===== src/herc_defs.svh =====
`ifndef HERC_DEFS_SVH
`define HERC_DEFS_SVH
// ==========================================
// register map
`define HERC_CTRL_OFS 8'hc0
`define HERC_CAP_OFS 8'hb4
`define HERC_CTRL_RST 32'h0000_0010
`define HERC_CTRL_WMASK 32'h0000_3fdd
`define HERC_ALL_ONES 64'hffff_ffff_ffff_ffff
// ==========================================
// control bit positions
`define HERC_B_HARDFAIL 13
`define HERC_B_MABORT 12
`define HERC_B_ECC_RPT 11
`define HERC_B_ECC_COR 10
`define HERC_B_TO_RPT 9
`define HERC_B_WDOG 8
`define HERC_B_ADDRESS_ERROR_SIGNAL_SERR 7
`define HERC_B_BUS_ERROR_SIGNAL_SERR 6
`define HERC_B_BUS_ERROR_SIGNAL_BUS_INITIALIZE_SIGNAL 4
`define HERC_B_PROT_BUS_INITIALIZE_SIGNAL 3
`define HERC_B_BUS_ERROR_SIGNAL_OUT 2
`define HERC_B_ADDRESS_ERROR_SIGNAL_OUT 0
// ==========================================
// captured configuration bit positions
`define HERC_CAP_BUS_INITIALIZE_SIGNAL 10
`define HERC_CAP_BUS_ERROR_SIGNAL 9
`define HERC_CAP_ADDRESS_ERROR_SIGNAL 8
// ==========================================
// watchdog times at 25 MHz
`define HERC_CLK_MHZ 25
`define HERC_WD_SHORT_US 1500
`define HERC_WD_LONG_US 30000
`define HERC_WD_SHORT_CYC (`HERC_WD_SHORT_US * `HERC_CLK_MHZ)
`define HERC_WD_LONG_CYC (`HERC_WD_LONG_US * `HERC_CLK_MHZ)
`endif


===== src/herc_pkg.sv =====
package herc_pkg;
    typedef enum logic [1:0] {
        HERC_WD_IDLE,
        HERC_WD_RUN,
        HERC_WD_FIRE
    } herc_wd_t;
endpackage


===== src/herc_ctrl.sv =====
`timescale 1ns/1ns
`include "herc_defs.svh"
// Contract
// - bit 13 set: report via hard-fail; clear: report via SERR#.
// - PCI data parity errors never go out as hard-fail.
// - bit 12: master-abort reads reported on bit 13 path, return all ones.
// - received-master-abort status flag set on every master abort.
// - bit 11 with bit 2: uncorrectable ECC error asserts bus error signal.
// - bit 10 enables single-bit ECC correction; otherwise none.
// - bit 9: time-outs reported on bit 13 path; clear: not reported.
// - reads hit by a time-out return all ones.
// - time-out status flag set on every time-out regardless of reporting.
// - bit 8 runs watchdog 1.5 ms or 30 ms; expiry answers transaction.
// - watchdog enable acts only in the compatibility bridge.
// - address error to SERR# needs bit 7, captured enable, SERR# enable.
// - bus error to SERR# needs bit 6 and captured bus-error enable.
// - bit 4: bus error signal causes bus-initialize assertion.
// - bit 3: protocol violation causes bus-initialize assertion.
// - bit 2: host bus errors assert bus error signal; else not driven.
// - bit 0: request-phase parity errors assert address error signal.
// - bits 31:14, 5 and 1 have no function and read zero.
// - captured enables latch from address lines at reset release, read-only.
module herc_ctrl
    import herc_pkg::*;
(
    input wire logic clk_in,
    input wire logic rst_b_in,
    input wire logic cfg_wr_in,
    input wire logic [7:0] cfg_addr_in,
    input wire logic [31:0] cfg_wdata_in,
    output logic [31:0] cfg_rdata_out,
    input wire logic [2:0] host_addr_strap_in,
    input wire logic compat_bridge_in,
    input wire logic wd_long_sel_in,
    input wire logic serr_cmd_en_in,
    input wire logic host_req_err_in,
    input wire logic pci_perr_in,
    input wire logic mabort_read_in,
    input wire logic mabort_in,
    input wire logic host_cycle_pending_in,
    input wire logic host_response_in,
    input wire logic ecc_single_in,
    input wire logic ecc_multi_in,
    input wire logic host_bus_err_in,
    input wire logic prot_violation_in,
    input wire logic req_parity_err_in,
    input wire logic address_error_signal_b_in,
    input wire logic bus_error_signal_b_in,
    output logic address_error_signal_b_out,
    output logic address_error_signal_oe_b_out,
    output logic bus_error_signal_b_out,
    output logic bus_error_signal_oe_b_out,
    output logic bus_initialize_signal_b_out,
    output logic bus_initialize_signal_oe_b_out,
    output logic serr_b_out,
    output logic hard_fail_out,
    output logic read_all_ones_out,
    output logic wd_timeout_out,
    output logic ecc_correct_en_out,
    output logic rcv_mabort_set_out,
    output logic timeout_flag_set_out,
    output logic [2:0] captured_en_out
);
    // ==========================================
    // pin synchronisers
    logic address_error_signal_s1_q, address_error_signal_s2_q, bus_error_signal_s1_q, bus_error_signal_s2_q;
    logic rst_seen_q;
    logic [2:0] strap_s1_q, strap_s2_q;
    always_ff @(posedge clk_in or negedge rst_b_in) begin
        if (!rst_b_in) begin
            address_error_signal_s1_q <= 1'b1;
            address_error_signal_s2_q <= 1'b1;
            bus_error_signal_s1_q <= 1'b1;
            bus_error_signal_s2_q <= 1'b1;
        end else begin
            address_error_signal_s1_q <= address_error_signal_b_in;
            address_error_signal_s2_q <= address_error_signal_s1_q;
            bus_error_signal_s1_q <= bus_error_signal_b_in;
            bus_error_signal_s2_q <= bus_error_signal_s1_q;
        end
    end
    // straps run free through reset so capture sees settled levels
    always_ff @(posedge clk_in) begin
        strap_s1_q <= host_addr_strap_in;
        strap_s2_q <= strap_s1_q;
    end
    wire address_error_signal_seen = !address_error_signal_s2_q;
    wire bus_error_signal_seen = !bus_error_signal_s2_q;

    // ==========================================
    // captured configuration values
    logic [2:0] cap_q;
    always_ff @(posedge clk_in or negedge rst_b_in) begin
        if (!rst_b_in) begin
            rst_seen_q <= 1'b0;
            cap_q <= 3'h0;
        end else if (!rst_seen_q) begin
            rst_seen_q <= 1'b1;
            cap_q <= strap_s2_q;
        end
    end
    // cap_q: [0]=addr err, [1]=bus err, [2]=bus init input enables
    wire cap_address_error_signal = cap_q[0];
    wire cap_bus_error_signal = cap_q[1];
    wire [31:0] cap_word = ({31'h0, cap_q[2]} << `HERC_CAP_BUS_INITIALIZE_SIGNAL)
        | ({31'h0, cap_q[1]} << `HERC_CAP_BUS_ERROR_SIGNAL)
        | ({31'h0, cap_q[0]} << `HERC_CAP_ADDRESS_ERROR_SIGNAL);

    // ==========================================
    // control register
    logic [31:0] ctrl_q, ctrl_d;
    wire ctrl_hit = cfg_wr_in && (cfg_addr_in == `HERC_CTRL_OFS);
    always_comb begin
        ctrl_d = ctrl_q;
        if (ctrl_hit)
            ctrl_d = cfg_wdata_in & `HERC_CTRL_WMASK;
    end
    always_ff @(posedge clk_in or negedge rst_b_in) begin
        if (!rst_b_in)
            ctrl_q <= `HERC_CTRL_RST;
        else
            ctrl_q <= ctrl_d;
    end
    wire en_hardfail = ctrl_q[`HERC_B_HARDFAIL];
    wire en_mabort = ctrl_q[`HERC_B_MABORT];
    wire en_ecc_rpt = ctrl_q[`HERC_B_ECC_RPT];
    wire en_ecc_cor = ctrl_q[`HERC_B_ECC_COR];
    wire en_to_rpt = ctrl_q[`HERC_B_TO_RPT];
    wire en_wdog = ctrl_q[`HERC_B_WDOG] && compat_bridge_in;
    wire en_address_error_signal_serr = ctrl_q[`HERC_B_ADDRESS_ERROR_SIGNAL_SERR];
    wire en_bus_error_signal_serr = ctrl_q[`HERC_B_BUS_ERROR_SIGNAL_SERR];
    wire en_bus_error_signal_bus_initialize_signal = ctrl_q[`HERC_B_BUS_ERROR_SIGNAL_BUS_INITIALIZE_SIGNAL];
    wire en_prot_bus_initialize_signal = ctrl_q[`HERC_B_PROT_BUS_INITIALIZE_SIGNAL];
    wire en_bus_error_signal_out = ctrl_q[`HERC_B_BUS_ERROR_SIGNAL_OUT];
    wire en_address_error_signal_out = ctrl_q[`HERC_B_ADDRESS_ERROR_SIGNAL_OUT];

    // ==========================================
    // bus watchdog
    localparam int WD_SHORT = `HERC_WD_SHORT_CYC;
    localparam int WD_LONG = `HERC_WD_LONG_CYC;
    herc_wd_t wd_q, wd_d;
    logic [19:0] wd_cnt_q, wd_cnt_d;
    wire [19:0] wd_limit = wd_long_sel_in ? 20'(WD_LONG - 1)
        : 20'(WD_SHORT - 1);
    wire wd_expire = (wd_cnt_q >= wd_limit);
    always_comb begin
        wd_d = wd_q;
        wd_cnt_d = wd_cnt_q;
        case (wd_q)
            HERC_WD_IDLE: begin
                wd_cnt_d = 20'h0_0000;
                if (en_wdog && host_cycle_pending_in)
                    wd_d = HERC_WD_RUN;
            end
            HERC_WD_RUN: begin
                wd_cnt_d = wd_cnt_q + 20'h0_0001;
                if (!en_wdog || host_response_in || !host_cycle_pending_in)
                    wd_d = HERC_WD_IDLE;
                else if (wd_expire)
                    wd_d = HERC_WD_FIRE;
            end
            HERC_WD_FIRE: wd_d = HERC_WD_IDLE;
            default: wd_d = HERC_WD_IDLE;
        endcase
    end
    always_ff @(posedge clk_in or negedge rst_b_in) begin
        if (!rst_b_in) begin
            wd_q <= HERC_WD_IDLE;
            wd_cnt_q <= 20'h0_0000;
        end else begin
            wd_q <= wd_d;
            wd_cnt_q <= wd_cnt_d;
        end
    end
    wire timeout = (wd_q == HERC_WD_FIRE);

    // ==========================================
    // error routing
    wire ecc_to_bus_error_signal = ecc_multi_in && en_ecc_rpt && en_bus_error_signal_out;
    wire drive_bus_error_signal = (host_bus_err_in && en_bus_error_signal_out) || ecc_to_bus_error_signal;
    wire drive_address_error_signal = req_parity_err_in && en_address_error_signal_out;
    wire drive_bus_initialize_signal = (bus_error_signal_seen && en_bus_error_signal_bus_initialize_signal)
        || (prot_violation_in && en_prot_bus_initialize_signal);
    wire path_err = host_req_err_in
        || (mabort_read_in && en_mabort)
        || (timeout && en_to_rpt);
    wire hf_d = path_err && en_hardfail;
    // parity errors go only to SERR#
    wire serr_perr = pci_perr_in && serr_cmd_en_in;
    wire serr_path = path_err && !en_hardfail && serr_cmd_en_in;
    wire serr_address_error_signal = address_error_signal_seen && en_address_error_signal_serr && cap_address_error_signal
        && serr_cmd_en_in;
    wire serr_bus_error_signal = bus_error_signal_seen && en_bus_error_signal_serr && cap_bus_error_signal;
    wire serr_d = serr_perr || serr_path || serr_address_error_signal || serr_bus_error_signal;
    wire ones_d = mabort_read_in || timeout;
    wire [31:0] rdata_d = (cfg_addr_in == `HERC_CTRL_OFS) ? ctrl_q
        : (cfg_addr_in == `HERC_CAP_OFS) ? cap_word : 32'h0000_0000;

    // ==========================================
    // registered outputs
    always_ff @(posedge clk_in or negedge rst_b_in) begin
        if (!rst_b_in) begin
            address_error_signal_b_out <= 1'b1;
            address_error_signal_oe_b_out <= 1'b1;
            bus_error_signal_b_out <= 1'b1;
            bus_error_signal_oe_b_out <= 1'b1;
            bus_initialize_signal_b_out <= 1'b1;
            bus_initialize_signal_oe_b_out <= 1'b1;
            serr_b_out <= 1'b1;
            hard_fail_out <= 1'b0;
            read_all_ones_out <= 1'b0;
            wd_timeout_out <= 1'b0;
            ecc_correct_en_out <= 1'b0;
            rcv_mabort_set_out <= 1'b0;
            timeout_flag_set_out <= 1'b0;
            captured_en_out <= 3'h0;
            cfg_rdata_out <= 32'h0000_0000;
        end else begin
            address_error_signal_b_out <= !drive_address_error_signal;
            address_error_signal_oe_b_out <= !drive_address_error_signal;
            bus_error_signal_b_out <= !drive_bus_error_signal;
            bus_error_signal_oe_b_out <= !drive_bus_error_signal;
            bus_initialize_signal_b_out <= !drive_bus_initialize_signal;
            bus_initialize_signal_oe_b_out <= !drive_bus_initialize_signal;
            serr_b_out <= !serr_d;
            hard_fail_out <= hf_d;
            read_all_ones_out <= ones_d;
            wd_timeout_out <= timeout;
            ecc_correct_en_out <= en_ecc_cor;
            rcv_mabort_set_out <= mabort_in;
            timeout_flag_set_out <= timeout;
            captured_en_out <= cap_q;
            cfg_rdata_out <= rdata_d;
        end
    end

    // ==========================================
    // assertions
    AST_RESET_DEFAULT: assert property (@(posedge clk_in)
        $rose(rst_b_in) |-> ctrl_q == `HERC_CTRL_RST)
        else $error("control default wrong after reset");
    AST_RSVD_ZERO: assert property (@(posedge clk_in)
        disable iff (!rst_b_in) (ctrl_q & ~`HERC_CTRL_WMASK) == 32'h0)
        else $error("reserved control bits not zero");
    AST_HF_SELECT: assert property (@(posedge clk_in)
        disable iff (!rst_b_in) host_req_err_in && en_hardfail
        |=> hard_fail_out)
        else $error("hard fail missing");
    AST_SERR_PATH: assert property (@(posedge clk_in)
        disable iff (!rst_b_in) path_err && !en_hardfail && serr_cmd_en_in
        |=> !serr_b_out && !hard_fail_out)
        else $error("serr path not taken");
    AST_MABORT_HF: assert property (@(posedge clk_in)
        disable iff (!rst_b_in) mabort_read_in && en_mabort && en_hardfail
        |=> hard_fail_out)
        else $error("master abort not reported by hard fail");
    AST_MABORT_OFF: assert property (@(posedge clk_in)
        disable iff (!rst_b_in) mabort_read_in && !en_mabort
        && !host_req_err_in && !timeout |=> !hard_fail_out)
        else $error("master abort reported while disabled");
    AST_ECC_BUS_ERROR_SIGNAL: assert property (@(posedge clk_in)
        disable iff (!rst_b_in) ecc_multi_in && en_ecc_rpt && en_bus_error_signal_out
        |=> !bus_error_signal_b_out && !bus_error_signal_oe_b_out)
        else $error("ecc error not on bus error signal");
    AST_ECC_COR_ON: assert property (@(posedge clk_in)
        disable iff (!rst_b_in) en_ecc_cor |=> ecc_correct_en_out)
        else $error("ecc correction not enabled");
    AST_ECC_COR_OFF: assert property (@(posedge clk_in)
        disable iff (!rst_b_in) !en_ecc_cor |=> !ecc_correct_en_out)
        else $error("ecc correction enabled while off");
    AST_TO_RPT_OFF: assert property (@(posedge clk_in)
        disable iff (!rst_b_in) timeout && !en_to_rpt && !host_req_err_in
        && !mabort_read_in |=> !hard_fail_out)
        else $error("timeout reported while disabled");
    AST_TO_ONES: assert property (@(posedge clk_in)
        disable iff (!rst_b_in) timeout |=> read_all_ones_out)
        else $error("timeout read not all ones");
    AST_WD_IDLE: assert property (@(posedge clk_in)
        disable iff (!rst_b_in) !en_wdog |=> wd_q == HERC_WD_IDLE)
        else $error("watchdog ran while disabled");
    AST_WD_PULSE: assert property (@(posedge clk_in)
        disable iff (!rst_b_in) timeout |=> wd_timeout_out)
        else $error("watchdog expiry not shown");
    AST_PERR_NO_HF: assert property (@(posedge clk_in)
        disable iff (!rst_b_in) pci_perr_in && !host_req_err_in
        && !mabort_read_in && !timeout |=> !hard_fail_out)
        else $error("parity error used hard fail");
    AST_MABORT_ONES: assert property (@(posedge clk_in)
        disable iff (!rst_b_in) mabort_read_in |=> read_all_ones_out)
        else $error("master abort read not all ones");
    AST_MABORT_FLAG: assert property (@(posedge clk_in)
        disable iff (!rst_b_in) mabort_in |=> rcv_mabort_set_out)
        else $error("master abort flag not set");
    AST_TO_FLAG: assert property (@(posedge clk_in)
        disable iff (!rst_b_in) timeout |=> timeout_flag_set_out
        && read_all_ones_out)
        else $error("timeout flag or all ones missing");
    AST_WD_OFF: assert property (@(posedge clk_in)
        disable iff (!rst_b_in) !compat_bridge_in |=> ##1 !timeout)
        else $error("watchdog ran in auxiliary bridge");
    AST_BUS_INITIALIZE_SIGNAL_BUS_ERROR_SIGNAL: assert property (@(posedge clk_in)
        disable iff (!rst_b_in) bus_error_signal_seen && en_bus_error_signal_bus_initialize_signal
        |=> !bus_initialize_signal_b_out && !bus_initialize_signal_oe_b_out)
        else $error("bus init not driven on bus error");
    AST_BUS_INITIALIZE_SIGNAL_QUIET: assert property (@(posedge clk_in)
        disable iff (!rst_b_in) !en_bus_error_signal_bus_initialize_signal && !en_prot_bus_initialize_signal
        |=> bus_initialize_signal_oe_b_out)
        else $error("bus init driven while disabled");
    AST_PROT_BUS_INITIALIZE_SIGNAL: assert property (@(posedge clk_in)
        disable iff (!rst_b_in) prot_violation_in && en_prot_bus_initialize_signal
        |=> !bus_initialize_signal_b_out && !bus_initialize_signal_oe_b_out)
        else $error("bus init not driven on protocol violation");
    AST_BUS_ERROR_SIGNAL_SERR: assert property (@(posedge clk_in)
        disable iff (!rst_b_in) bus_error_signal_seen && en_bus_error_signal_serr && cap_bus_error_signal
        |=> !serr_b_out)
        else $error("serr missing on bus error");
    AST_ADDRESS_ERROR_SIGNAL_SERR: assert property (@(posedge clk_in)
        disable iff (!rst_b_in) address_error_signal_seen && !cap_address_error_signal && !serr_perr
        && !serr_path && !serr_bus_error_signal |=> serr_b_out)
        else $error("serr without captured enable");
    AST_BUS_ERROR_SIGNAL_OUT: assert property (@(posedge clk_in)
        disable iff (!rst_b_in) !en_bus_error_signal_out |=> bus_error_signal_oe_b_out)
        else $error("bus error driven while disabled");
    AST_BUS_ERROR_SIGNAL_DRIVE: assert property (@(posedge clk_in)
        disable iff (!rst_b_in) host_bus_err_in && en_bus_error_signal_out
        |=> !bus_error_signal_b_out && !bus_error_signal_oe_b_out)
        else $error("bus error not driven");
    AST_ADDRESS_ERROR_SIGNAL_DRIVE: assert property (@(posedge clk_in)
        disable iff (!rst_b_in) req_parity_err_in && en_address_error_signal_out
        |=> !address_error_signal_b_out && !address_error_signal_oe_b_out)
        else $error("address error not driven");
    AST_ADDRESS_ERROR_SIGNAL_QUIET: assert property (@(posedge clk_in)
        disable iff (!rst_b_in) !en_address_error_signal_out |=> address_error_signal_oe_b_out)
        else $error("address error driven while disabled");
    AST_CAP_HOLD: assert property (@(posedge clk_in)
        disable iff (!rst_b_in) rst_seen_q |=> $stable(cap_q))
        else $error("captured enables changed");
    AST_RDATA: assert property (@(posedge clk_in)
        disable iff (!rst_b_in) cfg_addr_in == `HERC_CTRL_OFS
        |=> cfg_rdata_out == $past(ctrl_q))
        else $error("control read data wrong");
    COV_HF: cover property (@(posedge clk_in) disable iff (!rst_b_in)
        hard_fail_out);
    COV_WD: cover property (@(posedge clk_in) disable iff (!rst_b_in)
        wd_timeout_out);
    COV_SERR: cover property (@(posedge clk_in) disable iff (!rst_b_in)
        !serr_b_out);
    COV_ECC_FIX: cover property (@(posedge clk_in) disable iff (!rst_b_in)
        ecc_single_in && ecc_correct_en_out);
    COV_BUS_INITIALIZE_SIGNAL: cover property (@(posedge clk_in) disable iff (!rst_b_in)
        !bus_initialize_signal_b_out);
endmodule


===== config.mk =====
export PLATFORM = sky130hd
export DESIGN_NAME = herc_ctrl
export DESIGN_NICKNAME = d
export VERILOG_FILES = /design/src/herc_pkg.sv /design/src/herc_ctrl.sv
export VERILOG_INCLUDE_DIRS = /design/src /design/src/src
export SDC_FILE = /design/constraint.sdc
export NUM_CORES = 1
export LEC_CHECK = 0
export ABC_AREA = 1
export BUFFER_PORTS_ARGS = -buffer_cell sky130_fd_sc_hd__buf_2
export CORE_MARGIN = 4
export CORE_UTILIZATION = 50
export DETAILED_ROUTE_END_ITERATION = 12
export PLACE_DENSITY = 0.79
export SETUP_SLACK_MARGIN = 0.3
export SLEW_MARGIN = 15
export SYNTH_ARGS = -nofsm -noshare
export SYNTH_HDL_FRONTEND = slang
export SYNTH_SLANG_ARGS = --single-unit

===== constraint.sdc =====
create_clock -name clk_in -period 2 [get_ports clk_in]
set_clock_uncertainty 0.15 [all_clocks]
set_input_delay 0.3 -clock clk_in [delete_from_list [all_inputs] [get_ports clk_in]]
set_output_delay 0.3 -clock clk_in [all_outputs]
set_load 0.1 [all_outputs]

==> qor.csv <==
metric,value,unit
power.share.clock,36.8,%
worst-path-buf-inv,1,
clkLatencyLatePin,340,ps
p_int,0.00229,W
synthToLayoutAreaGrowth,21.7,%
maxSlewViolCount,0,
highest_layer,met4,
synthCells,389,
routed_wl,7.45,mm
layout-drive-gt1-share,25.8,%
overflow,0,
synth_seq_area_share,53.0,%
grt_max_degree,31,
critPathArrivalTime,1290,ps
hold_viol_final,0,
cts_root_buf,clkbuf_8,
start_util,52.1,%
numPortBuffers,68,
drt-initial-drc-count,151,
cp_top_family,flip-flops,
routedWlPerCell,13.4,um
max_cap_violations,0,
combPwrFrac,16.4,%
cts_buffers,9,
startpoint_type,flop,
fin_util,63.4,%
post-route-period-util,86.8,%
cts_tree,yes,
seqPwrFrac,46.9,%
r2r_slack,400,ps
path_cells,buf_2,
gp_congestion,0.839,
drt_pass1_iterations,4,
synth-seq-cells,72,
cp-end-kind,output pin,
synthDistinctLibCells,30,
antenna_found_initial,0,
pin_count,110,
final_nets,551,
cts_setup_buffers,0,
route.met2.wl,4.00,mm
clock.fmax,576,MHz
clkTransAtPathRegs,80,ps
viasPerCell,4.90,
ant_nets,0,
hold_class,input port to flop,
ys_warn_count,0,
dp_slack,221,ps
die_area,8110,um2
power_per_cell_area,801,nW/um2
cts_buffer_depth,2,
crit_path_max_incr_delay,530,ps
crit_slowest_cell,dfstp_2,
met3_length,547,um
rows,29,
h-tree-depth,3,
chipHeight,90.0,um
dp_hpwl,5.44,mm
grt_pass1_vias,2829,
chipWidth,90.0,um
netlist_area,3370,um2
finalCriticalPeriod,1740,ps
vias,2732,
tns,0,ps
vdd_drop_max,0.000739,V
postSynthAreaPerCell,8.65,um2
grt_usage,19.5,%
rsz0062_at_grt,true,
coreArea,6460,um2
critPathRequiredTime,1550,ps
drt-met1-wl,2.74,mm
worstSetupPathType,flop to output pin,
clock_sinks,72,
drc,0,
fin_ws,264,ps
status,finished clean,
diodes,0,
setup-violations-final,0,
switching_share,30.3,%
grt_pass1_wl,12.8,mm
power_switching,0.000993,W
leakagePower,2.14,nW
worstPathMaxFanout,2,
==> cells in the final DEF, fill, tap and decap left out, types with 12 or more instances in the layout <==
cell type and count:
a21oi_1 31, buf_2 63, conb_1 21, dfrtp_1 55, ha_1 12, inv_1 43, nand2_1 75, nand3_1 17
nor2_1 60
==> cells in the mapped netlist, drive strengths merged <==
cell type	number	share of area, %
a211oi	1	0.22
a21oi	31	4.6
a22o	1	0.26
buf	29	6.2
clkinv	1	0.15
conb	2	0.22
dfrtp	57	42
dfstp	9	7.0
dfxtp	6	3.6
ha	13	4.8
inv	45	5.0
nand2	79	9.1
nand3	19	3.1
nand4	5	0.93
nor2	68	8.3
nor2b	1	0.19
nor3	6	1.2
nor3b	1	0.22
o21ai	11	1.6
o21bai	1	0.33
o22ai	2	0.37
or2	1	0.19
==> registers in the layout, indices dropped and copies added, names as in the netlist, 2 cells and up <==
signal	flops
wd_cnt_q	20
cfg_rdata_out	12
ctrl_q	12
cap_q	3
captured_en_out	3
strap_s1_q	3
strap_s2_q	3
wd_q	2
==> through the flow <==
stage,total power [W],instances,hold WS (ps),instance area (um2)
after floorplan,0.00199,408,-146,3440
after global placement,0.00207,531,116,3730
after detailed placement,0.00208,531,122,3730
after CTS,0.00330,558,23.5,4070
after global routing,0.00341,558,35.5,4100
final,0.00328,558,32.3,4100
==> power by group through the flow <==
stage	Clock (W)	Sequential, W	Combinational [W]
after floorplan	0	0.00168	0.000303
after global placement	0	0.00156	0.000508
after detailed placement	0	0.00156	0.000516
after CTS	0.00123	0.00154	0.000537
after global routing	0.00130	0.00154	0.000570
final	0.00121	0.00154	0.000537
==> layout make-up <==
class                           count  area, um2
Timing Repair Buffer               86        528
Multi-Input combinational cell    261       1290
Inverter                           46        174
Fill cell                         531       2360
Clock inverter                      2       16.3
Clock buffer                       14        205
Tap cell                           77       96.3
Sequential cell                    72       1790
==> layer usage <==
metal / track usage [%] / up-vias
met5: 0 / -
met4: 6.63 / 0
met3: 7.18 / 16
met2: 35.3 / 86
met1: 20.9 / 1270
li1: - / 1360
==> path summary, 6_finish.rpt <==
check                                           from                             to  cells after the start
max reg2reg                              wd_cnt_q[1]                   wd_cnt_q[12]                     10
min reg2reg                            strap_s1_q[2]                  strap_s2_q[2]                      0
min in group asynchronous                   rst_b_in                    wd_cnt_q[5]                      2
max in group asynchronous                   rst_b_in  address_error_signal_oe_b_out                      3
min                                   mabort_read_in              read_all_ones_out                      2
max                        bus_error_signal_oe_b_out      bus_error_signal_oe_b_out                      1
==> cells by family after synthesis <==
group	count (synthesis)	synth area share [%]
other	2	0.223
adders and majority gates	13	4.83
buffers and inverters	75	11.3
and+or+nand+nor	180	23.2
AOI/OAI and AO/OA	47	7.43
DFF	72	53.0
==> timing repair <==
item,CTS,global route
resized for setup,4,6
setup endpoints to repair,9,9
hold buffers,11,0
hold endpoints to repair,25,0
Note: power is estimated with default switching activity, not from simulation.
